===== config.mk =====
export PLATFORM = sky130hd
export DESIGN_NAME = bv4_regs
export DESIGN_NICKNAME = d
export VERILOG_FILES = /design/src/design/bv4_pkg.sv /design/src/design/bv4_volt_map.sv /design/src/design/bv4_regs.sv
export VERILOG_INCLUDE_DIRS = /design/src /design/src/design
export SDC_FILE = /design/constraint.sdc
export NUM_CORES = 1
export LEC_CHECK = 0
export ABC_AREA = 1
export CAP_MARGIN = 20
export CORE_MARGIN = 2
export CORE_UTILIZATION = 45
export DETAILED_ROUTE_END_ITERATION = 6
export DONT_BUFFER_PORTS = 1
export GPL_TIMING_DRIVEN = 0
export PLACE_DENSITY = 0.71
export SYNTH_ARGS = -nofsm -noshare
export SYNTH_HDL_FRONTEND = slang
export SYNTH_SLANG_ARGS = --single-unit

===== constraint.sdc =====
create_clock -name clk_i -period 2.77 [get_ports clk_i]
set_clock_uncertainty 0.1 [all_clocks]
set_input_delay 0 -clock clk_i [delete_from_list [all_inputs] [get_ports clk_i]]
set_output_delay 0 -clock clk_i [all_outputs]
set_load 0.01 [all_outputs]

===== src/design/bv4_cfg.svh =====
// constants for the fourth buck converter voltage-select register bank
// assumes inclusion by bare name from the package and design modules
`ifndef BV4_CFG_SVH
`define BV4_CFG_SVH

// ----------------------------------------------------------------
// register offsets
// ----------------------------------------------------------------
`define BV4_OFS_OP        8'h0d
`define BV4_OFS_AVS       8'h0e
`define BV4_OFS_LIMIT     8'h0f

// ----------------------------------------------------------------
// field positions
// ----------------------------------------------------------------
`define BV4_CODE_MSB      5
`define BV4_OP_SRCSEL     6
`define BV4_OP_UNUSED     7
`define BV4_AVS_SAVE      6
`define BV4_AVS_EN        7
`define BV4_LIM_RNG_LSB   6

// ----------------------------------------------------------------
// reset values and special codes
// ----------------------------------------------------------------
`define BV4_RST_OP        8'h00
`define BV4_RST_AVS       8'h00
`define BV4_RST_LIMIT     8'hff
`define BV4_CEIL_OPEN_HI  6'h3f
`define BV4_CEIL_OPEN_LO  6'h00

// ----------------------------------------------------------------
// voltage ranges, microvolts
// ----------------------------------------------------------------
`define BV4_BASE_LO_UV    22'd500000
`define BV4_BASE_HI_UV    22'd700000
`define BV4_STEP_FINE_UV  22'd12500
`define BV4_STEP_MID_UV   22'd25000
`define BV4_STEP_WIDE_UV  22'd50000

`endif


===== src/design/bv4_pkg.sv =====
// types shared by the voltage-select register bank and its mapper
// assumes bv4_cfg.svh on the include path
`include "bv4_cfg.svh"

package bv4_pkg;

  // ----------------------------------------------------------------
  // range field encodings
  // ----------------------------------------------------------------
  typedef enum logic [1:0] {
    BV4_RNG_FINE_LO = 2'h0,
    BV4_RNG_FINE_HI = 2'h1,
    BV4_RNG_MID     = 2'h2,
    BV4_RNG_WIDE    = 2'h3
  } bv4_range_t;

  // ----------------------------------------------------------------
  // converter control bundle
  // ----------------------------------------------------------------
  typedef struct packed {
    logic       enable;
    logic       light_load_saving;
    bv4_range_t range;
    logic [5:0] code;
  } bv4_ctrl_t;

endpackage


===== src/design/bv4_volt_map.sv =====
// maps a voltage code and range field to a target in microvolts
// assumes a stable code and range; output is registered
`include "bv4_cfg.svh"

module bv4_volt_map (
  // clock and reset
  input  wire logic              clk_i,
  input  wire logic              rst_n_i,
  // selected setting
  input  wire bv4_pkg::bv4_ctrl_t ctrl_i,
  // target voltage
  output logic [21:0]            target_uv_o
);

  // ----------------------------------------------------------------
  // base plus code times step
  // ----------------------------------------------------------------
  function automatic logic [21:0] to_uv(input bv4_pkg::bv4_range_t rng,
                                        input logic [5:0] code);
    logic [21:0] base;
    logic [21:0] step;
    base = `BV4_BASE_LO_UV;
    step = `BV4_STEP_FINE_UV;
    unique case (rng)
      bv4_pkg::BV4_RNG_FINE_LO: begin
        base = `BV4_BASE_LO_UV;
        step = `BV4_STEP_FINE_UV;
      end
      bv4_pkg::BV4_RNG_FINE_HI: begin
        base = `BV4_BASE_HI_UV;
        step = `BV4_STEP_FINE_UV;
      end
      bv4_pkg::BV4_RNG_MID: begin
        base = `BV4_BASE_LO_UV;
        step = `BV4_STEP_MID_UV;
      end
      bv4_pkg::BV4_RNG_WIDE: begin
        base = `BV4_BASE_LO_UV;
        step = `BV4_STEP_WIDE_UV;
      end
    endcase
    // widest product 63 * 50000 fits 22 bits
    return 22'(base + 22'(step * {16'h0000, code}));
  endfunction

  wire logic [21:0] uv_d = to_uv(ctrl_i.range, ctrl_i.code);

  always_ff @(posedge clk_i or negedge rst_n_i) begin
    if (!rst_n_i) begin
      target_uv_o <= 22'h000000;
    end else begin
      target_uv_o <= uv_d;
    end
  end

endmodule


===== src/design/bv4_regs.sv =====
// register bank and voltage source selection for the fourth buck
// assumes a synchronous register port from the serial control interface
//
// Operation
// select bit 0 uses operating setting
// select bit 1 uses scaled setting
// strap low lets pin choose setting
// enable bit switches converter off/on
// saving mode only when mode bit 0
// code interpreted by the range field
// power-on reset restores default contents
// range codes map to four voltage spans
// codes above ceiling replaced by ceiling
// ceiling not 3f/00 locks limit register
// bit 7 of operating reads zero
`include "bv4_cfg.svh"

module bv4_regs #(
  parameter logic [7:0] OP_RST    = `BV4_RST_OP,
  parameter logic [7:0] AVS_RST   = `BV4_RST_AVS,
  parameter logic [7:0] LIMIT_RST = `BV4_RST_LIMIT
) (
  // clock and reset
  input  wire logic               clk_i,
  input  wire logic               rst_n_i,
  // register port
  input  wire logic               wr_en_i,
  input  wire logic               rd_en_i,
  input  wire logic [7:0]         addr_i,
  input  wire logic [7:0]         wdata_i,
  output logic [7:0]              rdata_o,
  // pins
  input  wire logic               pin_strap_two_i,
  input  wire logic               voltage_source_pin_i,
  input  wire logic               converter_mode_bit_i,
  // converter control
  output bv4_pkg::bv4_ctrl_t      ctrl_o,
  output logic                    use_scaled_o,
  output logic                    limit_locked_o,
  output logic [21:0]             target_uv_o
);

  // ----------------------------------------------------------------
  // reset release
  // ----------------------------------------------------------------
  // async assert, release on one edge so every flop leaves reset together
  logic rst_meta_q;
  logic rst_sync_q;

  always_ff @(posedge clk_i or negedge rst_n_i) begin
    if (!rst_n_i) begin
      rst_meta_q <= 1'b0;
      rst_sync_q <= 1'b0;
    end else begin
      rst_meta_q <= 1'b1;
      rst_sync_q <= rst_meta_q;
    end
  end

  // ----------------------------------------------------------------
  // storage
  // ----------------------------------------------------------------
  logic [7:0] op_q;
  logic [7:0] avs_q;
  logic [7:0] limit_q;
  logic [7:0] rdata_q;

  // ----------------------------------------------------------------
  // decode
  // ----------------------------------------------------------------
  // one compare per register, shared by the write and read paths
  function automatic logic reg_hit(input logic [7:0] addr,
                                   input logic [7:0] ofs);
    return addr == ofs;
  endfunction

  wire logic       hit_op    = reg_hit(addr_i, `BV4_OFS_OP);
  wire logic       hit_avs   = reg_hit(addr_i, `BV4_OFS_AVS);
  wire logic       hit_limit = reg_hit(addr_i, `BV4_OFS_LIMIT);

  // ----------------------------------------------------------------
  // stored fields
  // ----------------------------------------------------------------
  wire logic       op_srcsel = op_q[`BV4_OP_SRCSEL];
  wire logic [5:0] op_code   = op_q[`BV4_CODE_MSB:0];
  wire logic       avs_en    = avs_q[`BV4_AVS_EN];
  wire logic       avs_save  = avs_q[`BV4_AVS_SAVE];
  wire logic [5:0] avs_code  = avs_q[`BV4_CODE_MSB:0];
  wire logic [5:0] ceiling   = limit_q[`BV4_CODE_MSB:0];
  wire logic [1:0] range_f   = limit_q[7:`BV4_LIM_RNG_LSB];

  // a ceiling written to anything but 3f or 00 is permanent until power-on reset
  wire logic locked = (ceiling != `BV4_CEIL_OPEN_HI) &&
                      (ceiling != `BV4_CEIL_OPEN_LO);

  // ----------------------------------------------------------------
  // write path
  // ----------------------------------------------------------------
  // clamp applies at write time, so readback shows the clamped code
  function automatic logic [5:0] clamp(input logic [5:0] code,
                                       input logic [5:0] ceil);
    return (code > ceil) ? ceil : code;
  endfunction

  wire logic [5:0] wr_code = clamp(wdata_i[`BV4_CODE_MSB:0], ceiling);

  wire logic [7:0] op_wr  = {1'b0, wdata_i[`BV4_OP_SRCSEL], wr_code};
  wire logic [7:0] avs_wr = {wdata_i[`BV4_AVS_EN], wdata_i[`BV4_AVS_SAVE],
                             wr_code};

  // unmapped addresses fall through and leave every register untouched
  wire logic op_we    = wr_en_i && hit_op;
  wire logic avs_we   = wr_en_i && hit_avs;
  wire logic limit_we = wr_en_i && hit_limit && !locked;

  wire logic [7:0] op_d    = op_we ? op_wr : op_q;
  wire logic [7:0] avs_d   = avs_we ? avs_wr : avs_q;
  wire logic [7:0] limit_d = limit_we ? wdata_i : limit_q;

  // ----------------------------------------------------------------
  // read path
  // ----------------------------------------------------------------
  // unmapped addresses read as zero
  wire logic [7:0] rd_sel = hit_op    ? {1'b0, op_q[6:0]} :
                            hit_avs   ? avs_q :
                            hit_limit ? limit_q : 8'h00;
  wire logic [7:0] rdata_d = rd_en_i ? rd_sel : rdata_q;

  // ----------------------------------------------------------------
  // registers
  // ----------------------------------------------------------------
  // clamp and lock act before this point, so these stay plain loads
  always_ff @(posedge clk_i or negedge rst_sync_q) begin
    if (!rst_sync_q) begin
      op_q <= OP_RST & 8'h7f;
    end else begin
      op_q <= op_d;
    end
  end

  always_ff @(posedge clk_i or negedge rst_sync_q) begin
    if (!rst_sync_q) begin
      avs_q <= AVS_RST;
    end else begin
      avs_q <= avs_d;
    end
  end

  always_ff @(posedge clk_i or negedge rst_sync_q) begin
    if (!rst_sync_q) begin
      limit_q <= LIMIT_RST;
    end else begin
      limit_q <= limit_d;
    end
  end

  always_ff @(posedge clk_i or negedge rst_sync_q) begin
    if (!rst_sync_q) begin
      rdata_q <= 8'h00;
    end else begin
      rdata_q <= rdata_d;
    end
  end

  // ----------------------------------------------------------------
  // source selection and converter control
  // ----------------------------------------------------------------
  // pin only takes effect while the select bit is held at 0
  wire logic pin_choice = !pin_strap_two_i && voltage_source_pin_i;
  wire logic scaled     = op_srcsel || pin_choice;

  wire logic [5:0] sel_code = scaled ? avs_code
                                     : op_code;

  bv4_pkg::bv4_ctrl_t ctrl_d;
  assign ctrl_d.enable            = avs_en;
  // mode bit is a live pin, so saving drops out without a write
  assign ctrl_d.light_load_saving = avs_save &&
                                    !converter_mode_bit_i;
  assign ctrl_d.range             = bv4_pkg::bv4_range_t'(range_f);
  assign ctrl_d.code              = sel_code;

  // ----------------------------------------------------------------
  // output registers
  // ----------------------------------------------------------------
  // registered so the converter never sees a half-updated setting
  always_ff @(posedge clk_i or negedge rst_sync_q) begin
    if (!rst_sync_q) begin
      ctrl_o <= '0;
    end else begin
      ctrl_o <= ctrl_d;
    end
  end

  always_ff @(posedge clk_i or negedge rst_sync_q) begin
    if (!rst_sync_q) begin
      use_scaled_o <= 1'b0;
    end else begin
      use_scaled_o <= scaled;
    end
  end

  always_ff @(posedge clk_i or negedge rst_sync_q) begin
    if (!rst_sync_q) begin
      limit_locked_o <= 1'b0;
    end else begin
      limit_locked_o <= locked;
    end
  end

  assign rdata_o = rdata_q;

  // ----------------------------------------------------------------
  // voltage mapping
  // ----------------------------------------------------------------
  bv4_volt_map u_map (
    .clk_i       (clk_i),
    .rst_n_i     (rst_sync_q),
    .ctrl_i      (ctrl_o),
    .target_uv_o (target_uv_o)
  );

endmodule


==> results of run 1 <==
[through the flow]
| step | instance area (um^2) | setup slack (ns) |
|---|---|---|
| after global routing | 6526 | -1.553 |
| after detailed placement | 5703 | -1.563 |
| after floorplan | 5503 | -1.223 |
| after global placement | 5682 | -1.540 |
| after CTS | 6451 | -1.355 |
| final | 6526 | -1.389 |
[flip-flops by register name (all words and copies together), names as in the netlist]
signal and flops:
u_map.target_uv_o 20, limit_q 8, ctrl_o 10, avs_q 8, op_q 7, rst_sync_q 1, limit_locked_o 1, rst_meta_q 1
rdata_o 8, use_scaled_o 1
[report_power, final]
group          internal (mW)  switching [mW]  leakage [nW]
Combinational          0.199           0.298          2.59
Sequential              1.02          0.0698         0.823
Clock                  0.815           0.448         0.163
[repair_timing]
| item | 4_1_cts | 5_1_grt |
|---|---|---|
| pin swaps | 17 | 7 |
| hold buffers | 23 | 0 |
| buffers inserted | 6 | 3 |
| endpoints found under the hold margin | 41 | 0 |
| setup endpoints to repair | 16 | 17 |
| gates resized for setup | 36 | 21 |
[cell families (layout without fill, tap and decap cells)]
family                     after synthesis  count (layout)  synth area share
adders and majority gates               90              90            0.2771
xor gates and xnor gates                 9               9           0.01492
muxes                                    6               6           0.01279
DFF                                     65              65            0.3098
buffers and inverters                  154             203            0.1139
other                                    2               3          0.001422
AOI/OAI and AO/OA                       24              24           0.02961
and+or+nand+nor                        290             290            0.2404
[placed cells by master, fill, tap and decap left out, types with 3 or more instances in the layout]
cell,count
a21oi_1,5
a21oi_2,4
buf_4,10
buf_6,3
clkbuf_16,10
clkinv_4,4
conb_1,3
dfrtp_1,55
dfstp_2,8
dlygate4sd3_1,23
fa_1,41
fa_2,4
ha_1,36
ha_4,7
inv_1,117
inv_2,26
mux2_2,6
nand2_1,148
nand2_2,18
nand2_4,7
nand3_1,51
nand3_2,4
nand3_4,3
nand4_1,4
nor2_1,25
nor2_2,8
nor2_4,11
nor3_2,4
o21ai_1,4
o21ai_2,9
xnor2_1,4
xor2_1,5
[cell type report]
type                       instances  area share
buffer                             7     0.01093
clock buffer                      10     0.03662
clock inverter                     6     0.01400
inverter                         147     0.08704
multi-input combinational        422      0.5236
sequential                        65      0.2511
tap                              143     0.02742
timing repair buffer              33     0.04927
[final timing paths]
kind,endpoint,slack (ns),cells after the start
max,u_map.target_uv_o[20],-1.39,17
min,rdata_o[5],0.02,6
max reg2reg,u_map.target_uv_o[20],-1.39,17
min reg2reg,rdata_o[4],0.13,0
max in group asynchronous,limit_q[2],1.79,1
min in group asynchronous,rdata_o[4],0.13,0
[worst max-delay path: cells and delay by family, from the launching register on]
kind                     cells  cell delay (ns)
flip-flops                   1             0.54
AND/OR/NAND/NOR              7             0.76
adder cells (fa/ha/maj)      5             2.28
buffers and inverters        5             0.34
[metal layers]
layer | track usage | wire length, um | up-vias | part of all wire
met5 | 0 | 0 | - | 0
met4 | 0.08699 | 373 | 0 | 0.030
met3 | 0.04752 | 547 | 26 | 0.045
met2 | 0.3715 | 6282 | 110 | 0.51
met1 | 0.2477 | 5048 | 2045 | 0.41
li1 | - | - | 2029 | -
==> results.py, run 1 <==
metrics = {
    "sta": {
        "setup_viol": 16,
        "hold_viol_final": 0,
        "fin_crit_sh": 1.501,
        "finalMaxSlewViolations": 0,
        "max_slew_margin": 0.6426,
        "period_minus_slack_ns": 4.159,
        "grt_setup_unrepaired": "yes",
        "worst_pin_slew_ns": 0.5342,
        "timing.fmax_mhz": 240.5,
        "tns_ns": -19.93,
        "hold_ws_ns": 0.02119,
        "setup_slack_ns": -1.389,
    },
    "placed_design": {
        "io_buffers": 0,
        "dp_hpwl_mm": 9.270,
        "place_inst": 785,
        "place.gp.congestion": 0.9042,
    },
    "logic_synthesis": {
        "ys_seq_elements": 65,
        "synth_top_area_cell": "dfrtp_1",
        "ys_top_cells_by_area": "dfrtp_1 27%, fa_1 17%, nand2_1 12%",
        "synth.most_common_cell": "nand2_1",
        "ys.flop_type": "dfrtp_1",
        "yosysUniqueCellTypes": 36,
        "netlist_area_um2": 5283,
        "synth_edf_count": 0,
        "ys.warnings.count": 0,
        "avgSynthCellArea_um2": 8.254,
        "synth_commonest_cells": "169 x nand2_1, 135 x inv_1, 57 x dfrtp_1",
        "async_flop_share": 1.000,
        "synthCells": 640,
        "yosysSeqAreaShare": 0.3098,
        "synth_top_area_frac": 0.2700,
    },
    "flow_run": {
        "cap_violations": 0,
    },
    "grt": {
        "first_global_vias": 4384,
        "grt_pass1_wl_mm": 21.07,
        "grt_max_degree": 44,
        "globalRouteTotalUtil": 0.2104,
        "antenna_found_initial": 0,
        "overflow": 0,
    },
    "pwr": {
        "leakage_nw": 3.575,
        "ir_drop_v": 0.0003044,
        "p_total_mw": 2.850,
        "p_per_area_nw_per_um2": 436.7,
    },
    "worst_setup_path": {
        "worstReg2RegStart": "ctrl_o[7]",
        "worstPathArrival_ns": 4.29,
        "worstSetupPathType": "flop to flop",
        "worstPathRequired_ns": 2.90,
        "crit_top_cell": "inv_1",
        "startpoint": "ctrl_o[7]",
        "end_kind": "flop",
        "max_stage_delay_ns": 0.57,
        "crit_chain": "inv_2 > nor2_4 > nor2_2 > fa_1 > inv_1 > fa_1 > fa_2 > inv_1 > ha_1 > inv_1 > fa_2 > inv_2 > nand4_1 > nand2_2 > nand2_2 > nand3_1 > nand2_1",
        "cp-start-kind": "flop",
        "crit_slowest_cell": "fa_2",
        "worstPathMaxFanout": 6,
    },
    "min_path": {
        "worst_hold_path_type": "input port to flop",
        "min_from": "addr_i[2]",
    },
    "detailed_routing": {
        "wl_per_cell_um": 14.71,
        "postRouteWirelength_mm": 12.25,
        "via_count": 4210,
        "antenna_left": 0,
        "drt_first_pass_iters": 4,
        "vias_per_cell": 5.054,
        "drtIter0Drc": 207,
        "route.detailed.drc": 0,
    },
    "floorplanning": {
        "core-area_um2": 11420,
        "die_x_um": 112.3,
        "design.portCount": 65,
        "die_y_um": 112.3,
        "initial_utilization": 0.4626,
        "die_area_um2": 12620,
        "row_count": 39,
    },
    "finish": {
        "nets": 798,
        "utilization": 0.5716,
        "multiInputGateArea_um2": 3417,
        "regArea_um2": 1639,
        "drive_gt1_frac": 0.2377,
        "area_delta_synth_final_pct": 23.54,
        "diodes": 0,
        "fin_cells": 833,
        "nFillCells": 993,
    },
    "clock_tree": {
        "cts_root_buf": "clkbuf_16",
        "cts_buffers": 9,
        "cts.clk_slew.worst_paths_ns": 0.06,
        "cts_tree": "built",
        "cts_sinks": 65,
        "h-tree-depth": 3,
        "clock_path_buffers": 2,
        "insertion_delay_ns": 0.34,
    },
    "status": {
        "status": "finished with violations",
        "violations": "negative setup slack",
    },
}
No activity file was read; power rests on OpenSTA's default activity.
==> run 2, diff against run 1 <==
--- a/constraint.sdc
+++ b/constraint.sdc
@@ -3,3 +3,3 @@
 set_input_delay 0 -clock clk_i [delete_from_list [all_inputs] [get_ports clk_i]]
 set_output_delay 0 -clock clk_i [all_outputs]
-set_load 0.01 [all_outputs]
+set_load 0.005 [all_outputs]
==> results.py, run 2 (same netlist as run 1, synthesis figures left out) <==
metrics = {
    "floorplanning": {
        "core-area_um2": 11420,
        "die_area_um2": 12620,
        "die_y_um": 112.3,
        "row_count": 39,
        "design.portCount": 65,
        "initial_utilization": 0.4626,
        "die_x_um": 112.3,
    },
    "sta": {
        "fin_crit_sh": 1.493,
        "hold_ws_ns": 0.02141,
        "hold_viol_final": 0,
        "grt_setup_unrepaired": "yes",
        "setup_viol": 16,
        "worst_pin_slew_ns": 0.6502,
        "max_slew_margin": 0.5665,
        "setup_slack_ns": -1.366,
        "finalMaxSlewViolations": 0,
        "timing.fmax_mhz": 241.8,
        "period_minus_slack_ns": 4.136,
        "tns_ns": -19.16,
    },
    "worst_setup_path": {
        "worstPathArrival_ns": 4.27,
        "end_kind": "flop",
        "worstSetupPathType": "flop to flop",
        "cp-start-kind": "flop",
        "critPathBufInv": 5,
        "critPathTopFamily": "adder cells",
        "crit_chain": "inv_4 > nor2_4 > buf_6 > nor2_4 > buf_4 > fa_1 > fa_1 > fa_1 > inv_1 > fa_1 > inv_2 > ha_4 > nand2_2 > nand2_1 > a21oi_2 > nand2_2 > nand2_2 > nand2_2 > nand2_1 > nand2_1",
        "worstPathMaxFanout": 6,
        "crit_slowest_cell": "dfrtp_2",
        "max_stage_delay_ns": 0.52,
        "worstPathRequired_ns": 2.90,
    },
    "grt": {
        "first_global_vias": 4557,
        "grt_max_degree": 37,
        "globalRouteTotalUtil": 0.2175,
        "antenna_found_initial": 0,
        "overflow": 0,
        "grt_pass1_wl_mm": 21.60,
    },
    "detailed_routing": {
        "drt_first_pass_iters": 5,
        "wl_per_cell_um": 15.24,
        "postRouteWirelength_mm": 12.87,
        "antenna_left": 0,
        "via_count": 4273,
        "drtIter0Drc": 217,
        "route.detailed.drc": 0,
        "vias_per_cell": 5.057,
    },
    "status": {
        "status": "finished with violations",
        "violations": "negative setup slack",
    },
    "finish": {
        "diodes": 0,
        "top_regs": "u_map.target_uv_o (20), ctrl_o (10)",
        "nFillCells": 945,
        "largest_register": "u_map.target_uv_o",
        "layout_common_cells": "140 x nand2_1, 117 x inv_1, 55 x dfrtp_1, 49 x nand3_1, 42 x fa_1",
        "drive_gt1_frac": 0.2692,
        "utilization": 0.5897,
        "area_delta_synth_final_pct": 27.48,
        "nets": 810,
        "largest_register_ffs": 20,
        "layout_commonest_cell": "nand2_1",
    },
    "placed_design": {
        "pre_cts_slack_ns": -1.563,
        "dp_hpwl_mm": 9.471,
        "io_buffers": 0,
        "place.gp.congestion": 0.9069,
    },
    "clock_tree": {
        "insertion_delay_ns": 0.35,
        "h-tree-depth": 3,
        "cts_tree": "built",
        "clock_path_buffers": 2,
        "cts_buffers": 9,
        "cts_sinks": 65,
        "cts.clk_slew.worst_paths_ns": 0.06,
        "cts_root_buf": "clkbuf_16",
    },
    "pwr": {
        "ir_drop_v": 0.0003419,
        "p_total_mw": 2.844,
        "p_per_area_nw_per_um2": 422.4,
        "leakage_nw": 3.639,
    },
    "flow_run": {
        "cap_violations": 0,
    },
    "min_path": {
        "worst_hold_path_type": "input port to flop",
    },
}
-- run 2: changes by cell type in the layout (fill, tap and decap cells not counted), sizes merged --
cell      change
clkinv        -3
clkinvlp      +2
inv           +1
buf          +12
-- run 2: layer usage --
layer,up-vias,GRT usage,wire [um]
li1,2061,-,-
met3,32,0.06695,691
met2,119,0.3904,6796
met1,2061,0.2395,5023
met4,0,0.08862,363
met5,-,0,0
-- run 2: layout make-up --
class / count / area (um^2) / share of cell area
Inverter: 147 / 570.5 / 0.08473
Buffer: 7 / 71.32 / 0.01059
Clock inverter: 6 / 92.59 / 0.01375
Sequential cell: 65 / 1639 / 0.2434
Clock buffer: 10 / 229.0 / 0.03400
Multi-Input combinational cell: 422 / 3522 / 0.5230
Tap cell: 143 / 178.9 / 0.02657
Timing Repair Buffer: 45 / 430.4 / 0.06392
-- run 2: final timing paths --
| path | startpoint | endpoint | slack [ns] | cells after the start |
|---|---|---|---|---|
| setup / recovery | ctrl_o[7] | u_map.target_uv_o[20] | -1.37 | 20 |
| hold / removal | addr_i[2] | rdata_o[5] | 0.02 | 6 |
| setup reg to reg | ctrl_o[7] | u_map.target_uv_o[20] | -1.37 | 20 |
| hold reg to reg | rst_sync_q | limit_locked_o | 0.20 | 0 |
| max in group asynchronous | rst_sync_q | limit_q[1] | 1.69 | 1 |
| min in group asynchronous | rst_sync_q | limit_locked_o | 0.20 | 0 |
-- run 2: through the flow --
step	instance area, um^2	cells
after detailed placement	5695	785
after CTS	6570	839
final	6734	845
after global routing	6734	845
after global placement	5674	784
after floorplan	5495	641
-- run 2: power by group --
group | switching (mW) | internal (mW) | leakage [nW] | total (mW)
Clock | 0.449 | 0.792 | 0.149 | 1.24
Sequential | 0.0527 | 1.02 | 0.823 | 1.07
Combinational | 0.309 | 0.221 | 2.67 | 0.531
-- run 2: tightest hold or removal path, stage by stage --
cell,delay (ns)
nand4_1,0.11
nor2_4,0.08
nand2_1,0.06
nand3_1,0.06
nand2_1,0.06
nand2_1,0.05
-- run 2: timing repair --
| item | CTS | global route |
|---|---|---|
| setup endpoints to repair | 16 | 16 |
| setup buffers | 15 | 8 |
| hold endpoints to repair | 41 | 0 |
| hold buffers | 23 | 0 |
| pin swaps | 28 | 19 |
| resized for setup | 56 | 35 |
==> run 3, diff against run 2 <==
- PLACE_DENSITY: 0.71 -> unset
==> results.py, run 3 (same netlist as run 1, synthesis figures left out) <==
metrics = {
    "status": {
        "status": "finished with violations",
        "violations": "negative setup slack",
    },
    "clock_tree": {
        "cts_buffers": 9,
        "cts.clk_slew.worst_paths_ns": 0.05,
        "cts_sinks": 65,
        "h-tree-depth": 3,
        "cts_root_buf": "clkbuf_16",
        "cts_tree": "built",
        "clock_path_buffers": 2,
        "insertion_delay_ns": 0.34,
    },
    "flow_run": {
        "cap_violations": 0,
    },
    "floorplanning": {
        "core-area_um2": 11420,
        "row_count": 39,
        "die_area_um2": 12620,
        "design.portCount": 65,
        "initial_utilization": 0.4626,
        "die_x_um": 112.3,
        "die_y_um": 112.3,
    },
    "placed_design": {
        "dp_hpwl_mm": 9.739,
        "pre_cts_slack_ns": -1.588,
        "io_buffers": 0,
        "place_inst": 785,
        "place.gp.congestion": 0.9415,
    },
    "detailed_routing": {
        "via_count": 4096,
        "vias_per_cell": 4.882,
        "antenna_left": 0,
        "postRouteWirelength_mm": 12.36,
        "drtIter0Drc": 195,
        "route.detailed.drc": 0,
        "wl_per_cell_um": 14.73,
        "drt_first_pass_iters": 4,
    },
    "pwr": {
        "leakage_nw": 3.595,
        "p_total_mw": 2.725,
        "p_per_area_nw_per_um2": 411.9,
        "ir_drop_v": 0.0002820,
    },
    "finish": {
        "layout_commonest_cell": "nand2_1",
        "utilization": 0.5794,
        "multiInputGateArea_um2": 3475,
        "regArea_um2": 1640,
        "top_regs": "u_map.target_uv_o (20), ctrl_o (10)",
        "layout_common_cells": "141 x nand2_1, 116 x inv_1, 54 x dfrtp_1, 49 x nand3_1, 41 x fa_1",
        "fin_cells": 839,
        "largest_register": "u_map.target_uv_o",
        "area_delta_synth_final_pct": 25.25,
        "nFillCells": 1020,
        "largest_register_ffs": 20,
        "nets": 804,
        "diodes": 0,
        "drive_gt1_frac": 0.2629,
    },
    "sta": {
        "timing.fmax_mhz": 240.8,
        "grt_setup_unrepaired": "yes",
        "hold_viol_final": 0,
        "setup_viol": 16,
        "finalMaxSlewViolations": 0,
        "max_slew_margin": 0.6558,
        "period_minus_slack_ns": 4.153,
        "worst_pin_slew_ns": 0.5144,
        "fin_crit_sh": 1.499,
        "setup_slack_ns": -1.383,
        "tns_ns": -19.50,
    },
    "grt": {
        "antenna_found_initial": 0,
        "globalRouteTotalUtil": 0.2161,
        "grt_max_degree": 42,
        "grt_pass1_wl_mm": 21.27,
        "first_global_vias": 4524,
        "overflow": 0,
    },
    "worst_setup_path": {
        "reg2reg_depth": 20,
        "endpoint": "u_map.target_uv_o[20]",
        "critPathBufInv": 7,
        "critPathTopFamily": "adder cells",
        "r2r_end": "u_map.target_uv_o[20]",
        "r2r_slack_ns": -1.38,
        "cp-start-kind": "flop",
        "startpoint": "ctrl_o[7]",
        "worstPathArrival_ns": 4.28,
        "crit_chain": "inv_4 > nor2_4 > buf_12 > nor2_4 > buf_4 > fa_1 > ha_4 > fa_1 > inv_1 > fa_1 > inv_2 > ha_4 > inv_2 > fa_2 > inv_2 > nand4_1 > nand2_2 > nand2_2 > nand3_2 > nand2_1",
        "worstPathMaxFanout": 6,
        "max_stage_delay_ns": 0.53,
        "end_kind": "flop",
        "worstReg2RegStart": "ctrl_o[7]",
        "cp.depth": 20,
        "crit_slowest_cell": "dfrtp_2",
        "worstSetupPathType": "flop to flop",
        "worstPathRequired_ns": 2.90,
    },
    "min_path": {
        "worst_hold_path_type": "input port to flop",
    },
}
[run 3: per-layer routing]
| layer | routed length (um) | up-vias | global-route usage |
|---|---|---|---|
| met1 | 4930 | 1947 | 0.2377 |
| met5 | 0 | - | 0 |
| met2 | 6453 | 80 | 0.3859 |
| met3 | 481 | 30 | 0.05562 |
| li1 | - | 2039 | - |
| met4 | 497 | 0 | 0.1089 |
[run 3: what timing repair did]
action / 4_1_cts / 5_1_grt
endpoints found under the hold margin: 41 / 0
buffers inserted: 8 / 7
pin swaps: 16 / 31
hold buffers: 23 / 0
endpoints found under the setup margin: 16 / 16
resized for setup: 34 / 44
[run 3: final cells by class]
| type | count | area share |
|---|---|---|
| Multi-Input combinational cell | 422 | 0.5252 |
| Inverter | 147 | 0.08623 |
| Timing Repair Buffer | 39 | 0.05787 |
| Buffer | 7 | 0.01078 |
| Tap cell | 143 | 0.02704 |
| Clock buffer | 10 | 0.03461 |
| Clock inverter | 6 | 0.01040 |
| Sequential cell | 65 | 0.2479 |
[run 3: worst min-delay path by stage]
stage,startpoint,end,cells after the start
detailed placement,rst_n_i,rst_sync_q,0
CTS,addr_i[0],rdata_o[5],6
global placement,rst_n_i,rst_meta_q,0
global route,voltage_source_pin_i,ctrl_o[5],3
finish,addr_i[0],rdata_o[5],6
floorplan,rst_n_i,rst_meta_q,0
[run 3: worst reg2reg max path, cell delays in order (launching register included)]
cell,delay [ns]
dfrtp_2,0.53
inv_4,0.08
nor2_4,0.18
buf_12,0.14
nor2_4,0.04
buf_4,0.14
fa_1,0.53
ha_4,0.21
fa_1,0.47
inv_1,0.05
fa_1,0.44
inv_2,0.08
ha_4,0.13
inv_2,0.04
fa_2,0.36
inv_2,0.07
nand4_1,0.09
nand2_2,0.16
nand2_2,0.10
nand3_2,0.07
nand2_1,0.05
[run 3: power breakdown]
| part | switching (mW) | leakage, nW | total (mW) | internal (mW) |
|---|---|---|---|---|
| sequential | 0.0514 | 0.821 | 1.07 | 1.02 |
| combinational | 0.302 | 2.63 | 0.510 | 0.209 |
| clock | 0.444 | 0.143 | 1.14 | 0.699 |
| total | 0.797 | 3.60 | 2.73 | 1.93 |
[run 3: metrics by stage]
step | hold WS, ns | cell area, um^2
floorplan | -0.3956 | 5495
global placement | -0.3955 | 5674
detailed placement | -0.3955 | 5695
CTS | 0.002614 | 6401
global route | 0.03237 | 6616
finish | 0.006778 | 6616
